===== config.mk =====
export PLATFORM = sky130hd
export DESIGN_NAME = vdt_board
export DESIGN_NICKNAME = d
export VERILOG_FILES = /design/src/core/vdt_pkg.sv /design/src/core/vdt_port.sv /design/src/core/vdt_board.sv
export SDC_FILE = /design/constraint.sdc
export NUM_CORES = 1
export LEC_CHECK = 0
export ABC_CLOCK_PERIOD_IN_PS = 2150
export BUFFER_PORTS_ARGS = -buffer_cell sky130_fd_sc_hd__buf_2
export CAP_MARGIN = 20
export CORE_ASPECT_RATIO = 1.5
export CORE_MARGIN = 2
export CORE_UTILIZATION = 50
export CTS_BUF_LIST = sky130_fd_sc_hd__clkbuf_8
export DETAILED_ROUTE_END_ITERATION = 12
export PLACE_DENSITY_LB_ADDON = 0.1
export SYNTH_ARGS = -nofsm -noshare
export SYNTH_HDL_FRONTEND = slang
export SYNTH_SLANG_ARGS = --single-unit

===== constraint.sdc =====
create_clock -name clk_sys -period 2.15 [get_ports clk_sys]
set_input_delay 0.43 -clock clk_sys [delete_from_list [all_inputs] [get_ports clk_sys]]
set_output_delay 0.43 -clock clk_sys [all_outputs]
set_load 0.01 [all_outputs]

===== src/core/vdt_pkg.sv =====
// constants, field layouts and state codes shared by the dual-port board slave
// assumes a 20 MHz system clock and byte-wide registers on the low data lines
package vdt_pkg;

  localparam int unsigned CLK_SYS_HZ = 20_000_000;

  // register offsets within one port, odd bytes only; read and write share them
  localparam logic [3:0] OFF_DATA      = 4'h1;
  localparam logic [3:0] OFF_STATUS1   = 4'h3;
  localparam logic [3:0] OFF_STATUS2   = 4'h5;
  localparam logic [3:0] OFF_POLL      = 4'h7;
  localparam logic [3:0] OFF_ADDRESS   = 4'h9;
  localparam logic [3:0] OFF_AUX       = 4'hB;
  localparam logic [3:0] OFF_OWN_ADDR  = 4'hD;
  localparam logic [3:0] OFF_EOS       = 4'hF;
  localparam logic [4:0] PORT_B_OFFSET = 5'h10;

  // short i/o address modifier codes
  localparam logic [5:0] AM_SHORT_SUP  = 6'h2D;
  localparam logic [5:0] AM_SHORT_USER = 6'h29;

  // event vector positions
  localparam int EV_DATA_IN  = 0;
  localparam int EV_DATA_OUT = 1;
  localparam int EV_HS_ERROR = 2;
  localparam int EV_CLEAR    = 3;
  localparam int EV_END_RX   = 4;
  localparam int EV_TRIGGER  = 5;
  localparam int EV_SEC_ADDR = 6;
  localparam int EV_UNK_CMD  = 7;
  localparam int EV_ADDR_CHG = 8;
  localparam int EV_REMOTE   = 9;
  localparam int EV_LOCKOUT  = 10;
  localparam int EV_CMD_OUT  = 11;
  localparam int EV_SRQ      = 12;
  localparam int EV_COUNT    = 13;

  // status two: low nibble from events, service request at 6, chip interrupt at 7
  localparam int ST2_SRQ_BIT = 6;
  localparam int ST2_INT_BIT = 7;
  localparam int OWN_SEL_BIT = 7;

  // values after reset
  localparam logic [7:0] BYTE_RESET  = 8'h00;
  localparam logic [6:0] ADDR_RESET  = 7'h00;
  localparam logic [2:0] INDEX_RESET = 3'h0;

  typedef enum logic [3:0] {
    ST_IDLE    = 4'b0001,
    ST_ACK     = 4'b0010,
    ST_PASS    = 4'b0100,
    ST_RELEASE = 4'b1000
  } vdt_state_t;

  // register index from a printed offset
  function automatic logic [2:0] idx(input logic [3:0] off);
    idx = off[3:1];
  endfunction : idx

endpackage : vdt_pkg


===== src/core/vdt_port.sv =====
// one controller port: status, masks, interrupt output and instrument-bus drivers
// assumes strobes, events and bus-logic inputs are synchronous to clk_sys
`timescale 1ns/1ps
module vdt_port (
  input  wire logic       clk_sys,
  input  wire logic       rst_n,
  input  wire logic       chip_reset,
  input  wire logic [2:0] reg_index,
  input  wire logic       wr_stb,
  input  wire logic       rd_stb,
  input  wire logic [7:0] wr_data,
  input  wire logic [12:0] events,
  input  wire logic [7:0] rx_byte,
  input  wire logic [7:0] addr_status,
  input  wire logic [7:0] cmd_pass,
  input  wire logic       ppoll_active,
  input  wire logic       bus_drive,
  input  wire logic [7:0] bus_byte,
  output logic      [7:0] rd_data,
  output logic            chip_int,
  output logic      [7:0] cmd_byte,
  output logic      [2:0] cmd_index,
  output logic            cmd_stb,
  output logic      [7:0] ib_o,
  output logic      [7:0] ib_oe
);
  logic [7:0] status1;
  logic [7:0] status2;
  logic [7:0] mask1;
  logic [7:0] mask2;
  logic [7:0] poll_mode;
  logic [6:0] own_addr0;
  logic [6:0] own_addr1;
  logic [7:0] ev1;
  logic [7:0] ev2;

  assign ev1 = events[7:0];
  assign ev2 = {1'b0, events[vdt_pkg::EV_SRQ], 2'b00, events[11:8]};

  // reading a status register clears it, but an event in the same cycle survives
  always_ff @(posedge clk_sys or negedge rst_n) begin
    if (!rst_n) begin
      status1 <= vdt_pkg::BYTE_RESET;
      status2 <= vdt_pkg::BYTE_RESET;
    end else if (chip_reset) begin
      status1 <= vdt_pkg::BYTE_RESET;
      status2 <= vdt_pkg::BYTE_RESET;
    end else begin
      status1 <= ((rd_stb && reg_index == vdt_pkg::idx(vdt_pkg::OFF_STATUS1)) ?
                  vdt_pkg::BYTE_RESET : status1) | ev1;
      status2 <= ((rd_stb && reg_index == vdt_pkg::idx(vdt_pkg::OFF_STATUS2)) ?
                  vdt_pkg::BYTE_RESET : status2) | ev2;
    end
  end

  always_ff @(posedge clk_sys or negedge rst_n) begin
    if (!rst_n) begin
      mask1     <= vdt_pkg::BYTE_RESET;
      mask2     <= vdt_pkg::BYTE_RESET;
      poll_mode <= vdt_pkg::BYTE_RESET;
      own_addr0 <= vdt_pkg::ADDR_RESET;
      own_addr1 <= vdt_pkg::ADDR_RESET;
    end else if (chip_reset) begin
      mask1     <= vdt_pkg::BYTE_RESET;
      mask2     <= vdt_pkg::BYTE_RESET;
      poll_mode <= vdt_pkg::BYTE_RESET;
      own_addr0 <= vdt_pkg::ADDR_RESET;
      own_addr1 <= vdt_pkg::ADDR_RESET;
    end else if (wr_stb) begin
      unique case (reg_index)
        vdt_pkg::idx(vdt_pkg::OFF_STATUS1): mask1 <= wr_data;
        vdt_pkg::idx(vdt_pkg::OFF_STATUS2): mask2 <= wr_data;
        vdt_pkg::idx(vdt_pkg::OFF_POLL):    poll_mode <= wr_data;
        vdt_pkg::idx(vdt_pkg::OFF_OWN_ADDR): begin
          if (wr_data[vdt_pkg::OWN_SEL_BIT]) own_addr1 <= wr_data[6:0];
          else                               own_addr0 <= wr_data[6:0];
        end
        default: ;
      endcase
    end
  end

  // every write outside chip reset is also handed to the bus logic, which owns the command registers
  always_ff @(posedge clk_sys or negedge rst_n) begin
    if (!rst_n) begin
      cmd_byte  <= vdt_pkg::BYTE_RESET;
      cmd_index <= vdt_pkg::INDEX_RESET;
      cmd_stb   <= 1'b0;
    end else begin
      cmd_stb <= wr_stb && !chip_reset;
      if (wr_stb) begin
        cmd_byte  <= wr_data;
        cmd_index <= reg_index;
      end
    end
  end

  // thirteen causes folded into one level, held until the status is read
  always_ff @(posedge clk_sys or negedge rst_n) begin
    if (!rst_n) chip_int <= 1'b0;
    else        chip_int <= |(status1 & mask1) || |(status2 & mask2);
  end

  always_comb begin
    unique case (reg_index)
      vdt_pkg::idx(vdt_pkg::OFF_DATA):     rd_data = rx_byte;
      vdt_pkg::idx(vdt_pkg::OFF_STATUS1):  rd_data = status1;
      vdt_pkg::idx(vdt_pkg::OFF_STATUS2):
        rd_data = {chip_int, status2[6:0]};
      vdt_pkg::idx(vdt_pkg::OFF_POLL):     rd_data = poll_mode;
      vdt_pkg::idx(vdt_pkg::OFF_ADDRESS):  rd_data = addr_status;
      vdt_pkg::idx(vdt_pkg::OFF_AUX):      rd_data = cmd_pass;
      vdt_pkg::idx(vdt_pkg::OFF_OWN_ADDR): rd_data = {1'b0, own_addr0};
      default:                             rd_data = {1'b0, own_addr1};
    endcase
  end

  // during a parallel poll only low-going bits are driven, as open collector
  always_ff @(posedge clk_sys or negedge rst_n) begin
    if (!rst_n) begin
      ib_o  <= vdt_pkg::BYTE_RESET;
      ib_oe <= vdt_pkg::BYTE_RESET;
    end else if (ppoll_active) begin
      ib_o  <= vdt_pkg::BYTE_RESET;
      ib_oe <= bus_drive ? bus_byte : vdt_pkg::BYTE_RESET;
    end else begin
      ib_o  <= bus_byte;
      ib_oe <= {8{bus_drive}};
    end
  end

endmodule : vdt_port


===== src/core/vdt_board.sv =====
// backplane slave and interrupter for a board with two instrument-bus ports
// assumes backplane pins and jumper inputs are asynchronous; port-side logic is on clk_sys
`timescale 1ns/1ps
module vdt_board (
  input  wire logic            clk_sys,
  input  wire logic            rst_n,
  input  wire logic [15:1]     bus_addr,
  input  wire logic [5:0]      bus_am,
  input  wire logic            bus_as_n,
  input  wire logic            bus_ds0_n,
  input  wire logic            bus_ds1_n,
  input  wire logic            bus_write_n,
  input  wire logic            bus_lword_n,
  input  wire logic            bus_iack_n,
  input  wire logic            bus_iackin_n,
  input  wire logic            bus_sysreset_n,
  input  wire logic            bus_sysclk,
  input  wire logic [7:0]      bus_data_i,
  output logic      [7:0]      bus_data_o,
  output logic                 bus_data_oe,
  output logic                 bus_dtack_o,
  output logic                 bus_dtack_oe,
  output logic                 bus_iackout_n,
  output logic      [7:1]      bus_irq_o,
  output logic      [7:1]      bus_irq_oe,
  input  wire logic [10:0]     base_sel,
  input  wire logic            nonpriv_en,
  input  wire logic [1:0][2:0] irq_line_sel,
  input  wire logic [1:0][2:0] prio_code,
  input  wire logic [1:0][7:0] vector_sel,
  input  wire logic [1:0][12:0] port_events,
  input  wire logic [1:0][7:0] port_rx_byte,
  input  wire logic [1:0][7:0] port_addr_status,
  input  wire logic [1:0][7:0] port_cmd_pass,
  input  wire logic [1:0]      port_ppoll,
  input  wire logic [1:0]      port_bus_drive,
  input  wire logic [1:0][7:0] port_bus_byte,
  output logic      [1:0][7:0] port_cmd_byte,
  output logic      [1:0][2:0] port_cmd_index,
  output logic      [1:0]      port_cmd_stb,
  output logic      [1:0]      port_int,
  output logic      [1:0][7:0] port_ib_o,
  output logic      [1:0][7:0] port_ib_oe,
  output logic                 chip_clk,
  output logic                 chip_reset
);
  localparam int SYNC_W = 78;

  logic [SYNC_W-1:0] sync_meta;
  logic [SYNC_W-1:0] sync_hold;
  logic [SYNC_W-1:0] pin_raw;

  assign pin_raw = {bus_addr, bus_am, bus_as_n, bus_ds0_n, bus_ds1_n, bus_write_n,
                    bus_lword_n, bus_iack_n, bus_iackin_n, bus_sysreset_n, bus_sysclk,
                    bus_data_i, base_sel, nonpriv_en, irq_line_sel, prio_code,
                    vector_sel};

  // every backplane pin and jumper passes two flops; only the second is read
  always_ff @(posedge clk_sys or negedge rst_n) begin
    if (!rst_n) begin
      sync_meta <= '1;
      sync_hold <= '1;
    end else begin
      sync_meta <= pin_raw;
      sync_hold <= sync_meta;
    end
  end

  logic [15:1]     s_addr;
  logic [5:0]      s_am;
  logic            s_as_n;
  logic            s_ds0_n;
  logic            s_ds1_n;
  logic            s_write_n;
  logic            s_lword_n;
  logic            s_iack_n;
  logic            s_iackin_n;
  logic            s_sysreset_n;
  logic            s_sysclk;
  logic [7:0]      s_data;
  logic [10:0]     s_base;
  logic            s_nonpriv;
  logic [1:0][2:0] s_line;
  logic [1:0][2:0] s_prio;
  logic [1:0][7:0] s_vector;

  assign {s_addr, s_am, s_as_n, s_ds0_n, s_ds1_n, s_write_n, s_lword_n, s_iack_n,
          s_iackin_n, s_sysreset_n, s_sysclk, s_data, s_base, s_nonpriv, s_line,
          s_prio, s_vector} = sync_hold;

  // clock and reset
  logic sysclk_prev;

  always_ff @(posedge clk_sys or negedge rst_n) begin
    if (!rst_n) begin
      // matches the all-ones synchroniser reset so no false edge follows reset
      sysclk_prev <= 1'b1;
      chip_clk    <= 1'b0;
    end else begin
      sysclk_prev <= s_sysclk;
      // halves the backplane clock; resolution is limited by the 50 ns sample period
      if (s_sysclk && !sysclk_prev) chip_clk <= !chip_clk;
    end
  end

  always_ff @(posedge clk_sys or negedge rst_n) begin
    if (!rst_n) chip_reset <= 1'b1;
    else        chip_reset <= !s_sysreset_n;
  end

  // address decode
  logic       am_ok;
  logic       board_hit;
  logic       port_sel;
  logic [2:0] reg_sel;
  logic       strobes_high;

  assign am_ok = (s_am == vdt_pkg::AM_SHORT_SUP) ||
                 (s_nonpriv && s_am == vdt_pkg::AM_SHORT_USER);
  // single odd byte only: data strobe 1 and long word must stay high
  assign board_hit = am_ok && s_addr[15:5] == s_base && s_lword_n && s_ds1_n
                     && s_iack_n;
  assign port_sel     = s_addr[4];
  assign reg_sel      = s_addr[3:1];
  assign strobes_high = s_ds0_n && s_ds1_n;

  // interrupter request state
  logic [1:0] irq_drive;
  logic [1:0] irq_acked;
  logic [1:0] ack_match;
  logic [1:0] chip_int;
  logic       ack_port;
  logic       ack_is_irq;

  genvar gp;
  generate
    for (gp = 0; gp < 2; gp = gp + 1) begin : g_match
      assign ack_match[gp] = irq_drive[gp] && s_prio[gp] == s_addr[3:1];
    end
  endgenerate

  // timing state machine
  vdt_pkg::vdt_state_t state;
  logic [1:0]          wr_stb;
  logic [1:0]          rd_stb;
  logic [1:0][7:0]     rd_data;
  logic [7:0]          wr_byte;
  logic [2:0]          reg_latch;

  always_ff @(posedge clk_sys or negedge rst_n) begin
    if (!rst_n) begin
      state         <= vdt_pkg::ST_IDLE;
      bus_data_o    <= vdt_pkg::BYTE_RESET;
      bus_data_oe   <= 1'b0;
      bus_dtack_oe  <= 1'b0;
      bus_iackout_n <= 1'b1;
      wr_stb        <= 2'b00;
      rd_stb        <= 2'b00;
      wr_byte       <= vdt_pkg::BYTE_RESET;
      reg_latch     <= vdt_pkg::INDEX_RESET;
      ack_port      <= 1'b0;
      ack_is_irq    <= 1'b0;
    end else begin
      wr_stb <= 2'b00;
      rd_stb <= 2'b00;
      unique case (state)
        vdt_pkg::ST_IDLE: begin
          ack_is_irq <= 1'b0;
          // without a data strobe the cycle is address-only and nothing happens
          if (!s_as_n && !s_ds0_n) begin
            if (!s_iack_n) begin
              if (!s_iackin_n) begin
                if (ack_match[0] || ack_match[1]) begin
                  ack_port     <= !ack_match[0];
                  ack_is_irq   <= 1'b1;
                  bus_data_o   <= ack_match[0] ? s_vector[0] : s_vector[1];
                  bus_data_oe  <= 1'b1;
                  bus_dtack_oe <= 1'b1;
                  state        <= vdt_pkg::ST_ACK;
                end else begin
                  bus_iackout_n <= 1'b0;
                  state         <= vdt_pkg::ST_PASS;
                end
              end
            end else if (board_hit) begin
              reg_latch <= reg_sel;
              if (!s_write_n) begin
                wr_byte          <= s_data;
                wr_stb[port_sel] <= 1'b1;
              end else begin
                // read data is taken before the read side effect lands
                rd_stb[port_sel] <= 1'b1;
                bus_data_o       <= rd_data[port_sel];
                bus_data_oe      <= 1'b1;
              end
              bus_dtack_oe <= 1'b1;
              state        <= vdt_pkg::ST_ACK;
            end else begin
              state <= vdt_pkg::ST_RELEASE;
            end
          end
        end
        vdt_pkg::ST_ACK: begin
          if (strobes_high) begin
            bus_data_oe  <= 1'b0;
            bus_dtack_oe <= 1'b0;
            state        <= vdt_pkg::ST_IDLE;
          end
        end
        vdt_pkg::ST_PASS: begin
          if (s_ds0_n) begin
            bus_iackout_n <= 1'b1;
            state         <= vdt_pkg::ST_IDLE;
          end
        end
        default: begin
          if (strobes_high) state <= vdt_pkg::ST_IDLE;
        end
      endcase
    end
  end

  // release on acknowledge; re-arm only after the chip interrupt has dropped
  always_ff @(posedge clk_sys or negedge rst_n) begin
    if (!rst_n) begin
      irq_acked <= 2'b00;
      irq_drive <= 2'b00;
    end else if (chip_reset) begin
      irq_acked <= 2'b00;
      irq_drive <= 2'b00;
    end else begin
      for (int p = 0; p < 2; p++) begin
        if (state == vdt_pkg::ST_ACK && ack_is_irq && ack_port == p[0] && s_ds0_n)
          irq_acked[p] <= 1'b1;
        else if (!chip_int[p])
          irq_acked[p] <= 1'b0;
        irq_drive[p] <= chip_int[p] && !irq_acked[p] &&
                        !(state == vdt_pkg::ST_ACK && ack_is_irq &&
                          ack_port == p[0] && s_ds0_n);
      end
    end
  end

  genvar gl;
  generate
    for (gl = 1; gl < 8; gl = gl + 1) begin : g_irq
      always_ff @(posedge clk_sys or negedge rst_n) begin
        if (!rst_n) bus_irq_oe[gl] <= 1'b0;
        else        bus_irq_oe[gl] <= (irq_drive[0] && s_line[0] == 3'(gl)) ||
                                      (irq_drive[1] && s_line[1] == 3'(gl));
      end
    end
  endgenerate

  always_ff @(posedge clk_sys or negedge rst_n) begin
    if (!rst_n) begin
      bus_irq_o   <= 7'h00;
      bus_dtack_o <= 1'b0;
      port_int    <= 2'b00;
    end else begin
      bus_irq_o   <= 7'h00;
      bus_dtack_o <= 1'b0;
      port_int    <= chip_int;
    end
  end

  // two independent ports
  generate
    for (gp = 0; gp < 2; gp = gp + 1) begin : g_port
      vdt_port u_port (
        .clk_sys      (clk_sys),
        .rst_n        (rst_n),
        .chip_reset   (chip_reset),
        .reg_index    (wr_stb[gp] || rd_stb[gp] ? reg_latch : reg_sel),
        .wr_stb       (wr_stb[gp]),
        .rd_stb       (rd_stb[gp]),
        .wr_data      (wr_byte),
        .events       (port_events[gp]),
        .rx_byte      (port_rx_byte[gp]),
        .addr_status  (port_addr_status[gp]),
        .cmd_pass     (port_cmd_pass[gp]),
        .ppoll_active (port_ppoll[gp]),
        .bus_drive    (port_bus_drive[gp]),
        .bus_byte     (port_bus_byte[gp]),
        .rd_data      (rd_data[gp]),
        .chip_int     (chip_int[gp]),
        .cmd_byte     (port_cmd_byte[gp]),
        .cmd_index    (port_cmd_index[gp]),
        .cmd_stb      (port_cmd_stb[gp]),
        .ib_o         (port_ib_o[gp]),
        .ib_oe        (port_ib_oe[gp])
      );
    end
  endgenerate

endmodule : vdt_board


# [After elaboration in Yosys (flattened, before gate mapping)]
# Cells that the tools add are included.
[totals] reg_bits=370 latchBits=0 mem_bits_rw=0 romBits=0 out_inout_bits=86 wordCells=326 n_memories=0
[op_classes] addsub=0 multipliers=0 div=0 order_cmp=2 n_eq_ne=50 shift=0 n_mux=106 bitwise=12 reduce_logical=103
[ops] op="two-way mux 8 bit" n=40
[ops] op="one-hot mux 8 bit (7 select lines)" n=2
[ops] op="two-way mux 7 bit" n=14
[ops] op="== test 3 bit, second input constant" n=14
[ops] op="logical AND 1 bit" n=40
[ops] op="AND 8 bit" n=4
[ops] op="OR reduction 8 bit" n=4
[ops] op="nonzero test 2 bit" n=14
[ops] op="== test 3 x 2 -> 1 bit, second input constant" n=8
[ops] op="two-way mux 1 bit" n=24
[ops] op="two-way mux 2 bit" n=12
[ops] op="two-way mux 4 bit" n=6
[ops] op="inequality test 3 bit, second input constant" n=6
[ops] op="AND reduction 6 bit" n=3
[ops] op="bitwise OR 8 x 7 -> 8 bit" n=2
[ops] op="bitwise OR 8 bit" n=2
[ops] op="inequality test 2 bit, second input constant" n=7
[ops] op="logical OR 1 bit" n=13
[ops] op="== test 3 x 1 -> 1 bit, second input constant" n=4
[ops] op="== test 6 bit, second input constant" n=2
[ops] op="AND reduction 2 bit" n=6
[ops] op="AND reduction 3 bit" n=4
[ops] op="== test 11 bit" n=1
[ops] op="logical NOT 1 bit" n=11
[ops] op="other kinds (17)" n=30

# [Longest topological paths before layout]
# Gate-level depths: netlist of run 1.
[logic_depth] word_depth=11 ltp_mapped=10 depth_no_buf=7

# [Modules after synthesis]
# From an unflattened synthesis of run 1, not the netlist that was laid out.
[unflattened] hier_cells=1071 hier_area_um2=13895.8
[by_module_without_submodules] mod="vdt_port" instances=2 cells_each=341 area_each_um2=3569.7 seq_area_each_um2=1926.8
[by_module_without_submodules] mod="vdt_board" instances=1 cells_each=389 area_each_um2=6756.5 seq_area_each_um2=5305.1

# [Worst setup path before layout of run 1]
# Ideal clock, no wire load.
[synth_path] path_type="register to register" startpoint="register sync_hold[39]" endpoint="register bus_data_o[4]" arrival_time_ps=2258 path_slack_ps=-226 stages_incl_launch_ff=9 period_less_slack_ps=2376 cell_sequence="dfstp_2 -> xor2_1 -> or4_4 -> nor4_4 -> a31oi_1 -> or3_1 -> buf_6 -> buf_8 -> a21o_2"
[synth_between] elab_chain_cells=7
[synth_lines] element="start: declaration" line_no="vdt_board.sv:50" text="logic [SYNC_W-1:0] sync_hold;"
[synth_lines] element="start signal: assignment" line_no="vdt_board.sv:65" text="sync_hold <= sync_meta;"
[synth_lines] element="== test 11 bit" line_no="vdt_board.sv:121" text="assign board_hit = am_ok && s_addr[15:5] == s_base && s_lword_n && s_ds1_n"
[synth_lines] element="logical AND 1 bit (3 in series)" line_no="vdt_board.sv:121"
[synth_lines] element="logical AND 1 bit" line_no="vdt_board.sv:122" text="&& s_iack_n;"
[synth_lines] element="inequality test 2 x 1 -> 1 bit (no source line)"
[synth_lines] element="AND reduction 6 bit (no source line)"
[synth_lines] element="end signal: assignment" line_no="vdt_board.sv:153" text="bus_data_o <= vdt_pkg::BYTE_RESET;"
[synth_lines] element="end signal: assignment" line_no="vdt_board.sv:176" text="bus_data_o <= ack_match[0] ? s_vector[0] : s_vector[1];"
[synth_lines] element="end signal: assignment" line_no="vdt_board.sv:193" text="bus_data_o <= rd_data[port_sel];"
[synth_lines] element="end: declaration" line_no="vdt_board.sv:19" text="output logic [7:0] bus_data_o,"
# Every way passes these cells.
# A chain may end at the register's enable or synchronous reset.

# [Worst setup path in the final report of run 1]
# Ends and elaborated chain as after synthesis.

==> flow_summary.json, run 1 <==
{
  "ys_seq_area_share_pct": 67.2,
  "numCtsBuffers": 53,
  "clock_path_buffers": 3,
  "grt_max_degree": 76,
  "synth_cell_types": 66,
  "ys.flop_type": "dfrtp_1",
  "ios": 260,
  "start_util_pct": 50.4,
  "hold_violations": 0,
  "viasPerCell": 5.20,
  "die-height_um": 206,
  "avgRoutedWirePerCell_um": 18.7,
  "antenna_found_initial": 0,
  "core_sq_um": 27000,
  "grt_overflow": 0,
  "finalSetupViolCount": 18,
  "hold_path_class": "primary input to register",
  "finClkSkew_ns": 0.0285,
  "fin_hold_ws_ns": 0.0524,
  "slew_violations": 0,
  "synth_area_sq_um": 13600,
  "vias": 10000,
  "ant_nets": 0,
  "post_synth_inst_count": 1078,
  "fmaxAchievable_mhz": 431,
  "r2r_setup_slack_ns": -0.17,
  "finalWirelength_um": 36000,
  "min_from": "port_events[19]",
  "clk-insertion-delay-late_ns": 0.59,
  "syn_area_per_cell_sq_um": 12.6,
  "power_density_nw_per_um2": 788,
  "post-route-min-period_ns": 2.32,
  "rows": 74,
  "drive_gt1_share_pct": 45.8,
  "cp.required_ns": 2.69,
  "violations": "negative setup slack",
  "finalWeightedCongestion": 0.949,
  "ys_ff_latch": 358,
  "crit_start": "sync_hold[39]$_DFF_PN1_",
  "portBuffers": 251,
  "cp-start-kind": "register",
  "timing.slew.headroom_pct": 45.3,
  "dieArea_sq_um": 28600,
  "antenna_cells": 0,
  "cp_max_fo": 17,
  "grt.total_usage_pct": 24.7,
  "final_nets": 1715,
  "area_growth_pct": 35.9,
  "period_share_pct": 108,
  "cts_max_level": 2,
  "maxCapViolCount": 0,
  "r2r-start": "sync_hold[39]$_DFF_PN1_",
  "dieWidth_um": 139,
  "grt_setup_unrepaired": "true",
  "first_pass_iters": 5,
  "cts_root_buf": "clkbuf_8",
  "cts_tree": "yes",
  "path_class": "register to register",
  "cp.arrival_ns": 2.86,
  "route.detailed.drc": 0,
  "ys.warnings.count": 0,
  "cts_sinks": 358,
  "synth_edf_count": 0,
  "p_leak_nw": 8.74,
  "grt_pass1_vias": 10300,
  "drt_iter0_drc": 468,
  "worst_pin_slew_ns": 0.820,
  "fin_ws_ns": -0.172,
  "status": "finished, violations left",
  "ir_drop_mv": 0.580,
  "grt_pass1_wl_um": 54800,
  "dp_slack_ns": -0.288,
  "async_flop_share_pct": 100,
  "clk_pin_slew_ns": 0.07,
  "dp.final_hpwl_um": 25100,
  "endpoint_kind": "register"
}
-- sequential cells by signal, summed over array words and instances, names as in the netlist, 3 cells and up --
| register | flops |
|---|---|
| g_port.u_port.mask2 | 10 |
| bus_irq_oe | 7 |
| g_port.u_port.own_addr0 | 14 |
| reg_latch | 3 |
| g_port.u_port.ib_oe | 16 |
| state | 4 |
| sync_hold | 78 |
| g_port.u_port.ib_o | 16 |
| g_port.u_port.cmd_byte | 16 |
| g_port.u_port.status1 | 16 |
| sync_meta | 78 |
| g_port.u_port.own_addr1 | 14 |
| g_port.u_port.mask1 | 16 |
| g_port.u_port.poll_mode | 16 |
| g_port.u_port.cmd_index | 6 |
| bus_data_o | 8 |
| wr_byte | 8 |
| g_port.u_port.status2 | 10 |
-- cell families after synthesis --
group           after synthesis  share of synthesized area, %
flops                       358                          67.2
simple gates                293                          9.81
compound gates              199                          9.73
mux                         118                          9.08
buf+inv                      91                          2.98
xor+xnor                     18                          1.16
other cells                   1                        0.0275
-- metal layers --
metal | vias to the layer above | GRT usage (%) | wire length (um)
met5 | - | 0 | 0
met4 | 0 | 11.0 | 1610
met3 | 91 | 5.58 | 2280
met2 | 368 | 43.2 | 18300
met1 | 4911 | 29.4 | 13800
li1 | 4652 | - | -
-- cell type report --
| cell class | instances | area, sq um |
|---|---|---|
| clock inverter | 31 | 185 |
| timing repair buffer | 462 | 3280 |
| fill | 2038 | 8520 |
| tap | 342 | 428 |
| sequential | 358 | 9160 |
| inverter | 30 | 113 |
| multi-input combinational | 636 | 4430 |
| clock buffer | 67 | 922 |
-- what timing repair did --
action | in CTS | in global routing
pin swaps | 11 | 8
endpoints found under the hold margin | 117 | 0
gates cloned | 0 | 1
hold buffers | 79 | 0
resized for setup | 42 | 30
setup buffers | 3 | 9
setup endpoints to repair | 43 | 36
-- cells in the final DEF, fill, tap and decap left out, types with 14 or more instances in the layout --
master           n
mux2i_1         67
nand3_1         16
buf_2          250
nand2b_1        14
inv_1           50
dfrtp_1        196
clkbuf_8        67
mux2_2          32
a21oi_1         69
dfstp_2        160
nand2_1         90
buf_4          110
a21boi_0        17
buf_12          15
xnor2_1         15
o21ai_0         18
dlygate4sd3_1   79
nor2_1         117
-- through the flow --
step	cell area, sq um	total power (W)	setup TNS, ns	instances	util, %
3_5_place_dp	16200	0.00894	-5.77	1737	59.8
6_report	18500	0.0146	-2.13	1926	68.5
2_1_floorplan	13700	0.00809	-2.94	1085	-
4_1_cts	18300	0.0147	-2.30	1917	67.6
3_3_place_gp	16200	0.00892	-4.69	1737	59.8
5_1_grt	18500	0.0152	-3.65	1926	68.5
-- power by group --
group / internal [W] / switching, W / leakage, nW
Clock: 0.00305 / 0.00250 / 0.650
Combinational: 0.000752 / 0.000822 / 3.76
Sequential: 0.00724 / 0.000234 / 4.33
-- cells in the mapped netlist (3+ instances only) --
master / count / share of area, %
a21boi_0: 17 / 0.94
a21o_2: 5 / 0.32
a21oi_1: 69 / 2.5
a221oi_1: 8 / 0.51
a22o_1: 5 / 0.32
a22oi_1: 7 / 0.39
a311oi_1: 4 / 0.26
a31oi_1: 6 / 0.28
a32oi_1: 3 / 0.19
and3_1: 4 / 0.18
buf_1: 3 / 0.083
buf_2: 7 / 0.26
buf_4: 10 / 0.55
clkbuf_1: 39 / 1.1
dfrtp_1: 198 / 36
dfstp_2: 160 / 31
inv_1: 30 / 0.83
mux2_2: 42 / 3.5
mux2i_1: 75 / 5.5
nand2_1: 91 / 2.5
nand2b_1: 14 / 0.64
nand3_1: 17 / 0.62
nand4_1: 6 / 0.28
nor2_1: 120 / 3.3
nor2b_1: 5 / 0.23
nor3_1: 11 / 0.40
nor4b_1: 3 / 0.19
o211ai_1: 4 / 0.22
o21ai_0: 20 / 0.73
o221ai_1: 10 / 0.64
o22ai_1: 15 / 0.69
o311a_1: 4 / 0.29
o31ai_1: 5 / 0.28
or4b_2: 3 / 0.22
xnor2_1: 15 / 0.96
xor2_1: 3 / 0.19
-- path summary, 6_finish.rpt --
path | end | cells after the start
setup / recovery | bus_data_o[4]$_DFFE_PN0P_ | 8
hold / removal | g_port[1].u_port.status1[6]$_DFF_PN0_ | 3
setup reg to reg | bus_data_o[4]$_DFFE_PN0P_ | 8
hold reg to reg | sync_hold[22]$_DFF_PN1_ | 0
max in group asynchronous | sync_hold[76]$_DFF_PN1_ | 4
min in group asynchronous | g_port[1].u_port.status2[3]$_DFF_PN0_ | 2
-- worst max-delay path, cell delays in order, from the launching register on --
cell	delay (ns)
dfstp_2	0.52
xor2_1	0.06
or4_4	0.54
nor4_4	0.18
a31oi_1	0.11
or3_4	0.38
buf_12	0.16
a311oi_2	0.20
a21o_2	0.13
No activity file was read; power rests on OpenSTA's default activity.
==> inputs of run 2 (changes only) <==
--- a/config.mk
+++ b/config.mk
@@ -10,7 +10,7 @@
 export CAP_MARGIN = 20
 export CORE_ASPECT_RATIO = 1.5
 export CORE_MARGIN = 2
-export CORE_UTILIZATION = 50
+export CORE_UTILIZATION = 30
 export CTS_BUF_LIST = sky130_fd_sc_hd__clkbuf_8
 export DETAILED_ROUTE_END_ITERATION = 12
 export PLACE_DENSITY_LB_ADDON = 0.1
==> flow_summary.json, run 2 (synthesized netlist as in run 1, its figures left out) <==
{
  "status": "finished, violations left",
  "violations": "negative setup slack",
  "dieArea_sq_um": 47200,
  "avgRoutedWirePerCell_um": 18.8,
  "cp_max_fo": 11,
  "clock_path_buffers": 3,
  "maxCapViolCount": 0,
  "ant_nets": 0,
  "num-fill-cells": 4313,
  "cpMaxStageDelayCell": "dfrtp_1",
  "p_leak_nw": 8.82,
  "cpPeakStageDelay_ns": 0.42,
  "period_share_pct": 112,
  "grt_setup_unrepaired": "true",
  "antenna_found_initial": 1,
  "finalWeightedCongestion": 0.845,
  "viasPerCell": 4.55,
  "cts_tree": "yes",
  "slew_violations": 0,
  "endpoint_kind": "register",
  "drt_iter0_drc": 577,
  "numCtsBuffers": 58,
  "cts_sinks": 358,
  "regArea_sq_um": 9160,
  "hold_violations": 0,
  "power_density_nw_per_um2": 795,
  "clk-insertion-delay-late_ns": 0.64,
  "path_class": "register to register",
  "clk_pin_slew_ns": 0.07,
  "place_area_sq_um": 16300,
  "area_growth_pct": 39.1,
  "worst_pin_slew_ns": 0.859,
  "grt_pass1_wl_um": 63300,
  "timing.slew.headroom_pct": 42.7,
  "die-height_um": 265,
  "fin_ws_ns": -0.254,
  "cp.required_ns": 2.73,
  "dieWidth_um": 178,
  "ios": 260,
  "finalSetupViolCount": 18,
  "portBuffers": 251,
  "vias": 9974,
  "finClkSkew_ns": 0.0212,
  "cp-start-kind": "register",
  "crit_chain": "nor2_1 -> buf_6 -> mux2i_1 -> buf_4 -> buf_4 -> nand3_1 -> o21ai_0 -> o221ai_1 -> buf_4 -> a311oi_2 -> a21o_2",
  "route.detailed.drc": 0,
  "final_nets": 1734,
  "first_pass_iters": 5,
  "grt_max_degree": 109,
  "final_common_cell": "buf_2",
  "grt.total_usage_pct": 17.7,
  "cts_max_level": 2,
  "grt_overflow": 0,
  "start_util_pct": 30.4,
  "core_sq_um": 44800,
  "rows": 95,
  "grt_pass1_vias": 10900,
  "reg_top3": "sync_hold (78), sync_meta (78)",
  "post-route-min-period_ns": 2.40,
  "crit_top_cell": "buf_4",
  "layout_common_cells": "250 x buf_2, 198 x dfrtp_1, 160 x dfstp_2, 119 x nor2_1, 113 x dlygate4sd3_1",
  "drive_gt1_share_pct": 43.7,
  "ir_drop_mv": 0.555,
  "design_area_sq_um": 19000,
  "fin_hold_ws_ns": 0.0269,
  "cts_root_buf": "clkbuf_8",
  "dp.final_hpwl_um": 28800,
  "fmaxAchievable_mhz": 416,
  "multi_input_area_sq_um": 4360,
  "hold_path_class": "primary input to register",
  "finalWirelength_um": 41100,
  "cp.arrival_ns": 2.98
}
==> run 2: changes by cell type in the layout (fill, tap and decap cells not counted), moves of 4 or more <==
cell / before / now
buf_12: 15 / 11
clkbuf_8: 67 / 71
dlygate4sd3_1: 79 / 113
buf_4: 110 / 96
a21oi_1: 69 / 65
a21oi_2: 0 / 4
==> run 2: worst paths after layout <==
check / start / endpoint / slack [ns] / depth (start not counted)
hold reg to reg: sync_meta[33]$_DFF_PN1_ / sync_hold[33]$_DFF_PN1_ / 0.35 / 0
setup reg to reg: rd_stb[1]$_DFF_PN0_ / bus_data_o[5]$_DFFE_PN0P_ / -0.25 / 11
max in group asynchronous: rst_n / g_port[0].u_port.cmd_stb$_DFF_PN0_ / 1.18 / 3
hold / removal: port_events[21] / g_port[1].u_port.status2[0]$_DFF_PN0_ / 0.03 / 3
setup / recovery: rd_stb[1]$_DFF_PN0_ / bus_data_o[5]$_DFFE_PN0P_ / -0.25 / 11
min in group asynchronous: rst_n / sync_meta[77]$_DFF_PN1_ / 0.36 / 2
==> run 2: cell type report <==
type / instances / area share, %
timing repair buffer: 476 / 17.9
multi-input combinational: 636 / 23.0
inverter: 30 / 0.594
clock buffer: 71 / 5.16
clock inverter: 37 / 1.18
sequential: 358 / 48.3
antenna: 1 / 0.0132
tap: 582 / 3.84
==> run 2: timing repair <==
item | 4_1_cts | 5_1_grt
setup buffers | 5 | 0
resized for setup | 36 | 18
hold endpoints to repair | 313 | 0
setup endpoints to repair | 49 | 43
hold buffers | 113 | 0
pin swaps | 3 | 7
==> run 2: per-layer routing <==
metal / routed length, um / vias to the layer above / GRT usage (%) / share of wire (%)
li1: - / 4704 / - / -
met2: 21000 / 294 / 31.2 / 51
met5: 0 / - / 0 / 0
met3: 2410 / 88 / 4.16 / 5.9
met4: 1780 / 0 / 7.69 / 4.3
met1: 15900 / 4888 / 20.4 / 39
==> run 2: power breakdown <==
group / switching [W] / total [W] / internal (W) / leakage (nW)
clock: 0.00281 / 0.00604 / 0.00324 / 0.708
sequential: 0.000215 / 0.00745 / 0.00724 / 4.34
combinational: 0.000843 / 0.00158 / 0.000734 / 3.77
total: 0.00386 / 0.0151 / 0.0112 / 8.82
==> run 2: critical path: cells and delay by family (launching register included) <==
kind | cells | cell delay [ns]
muxes | 1 | 0.19
AOI/OAI and AO/OA | 4 | 0.69
buffers and inverters | 4 | 0.80
DFF | 1 | 0.42
and+or+nand+nor | 2 | 0.23
==> run 2: stage by stage <==
| step | power, W | setup WS [ns] | util, % | cells | TNS (ns) |
|---|---|---|---|---|---|
| after floorplan | 0.00809 | -0.226 | - | 1085 | -2.94 |
| after global placement | 0.00894 | -0.303 | 36.5 | 1965 | -5.78 |
| after detailed placement | 0.00894 | -0.353 | 36.5 | 1965 | -6.74 |
| after CTS | 0.0154 | -0.254 | 42.1 | 2191 | -3.86 |
| after global routing | 0.0159 | -0.330 | 42.3 | 2191 | -5.59 |
| final | 0.0151 | -0.254 | 42.3 | 2191 | -2.91 |
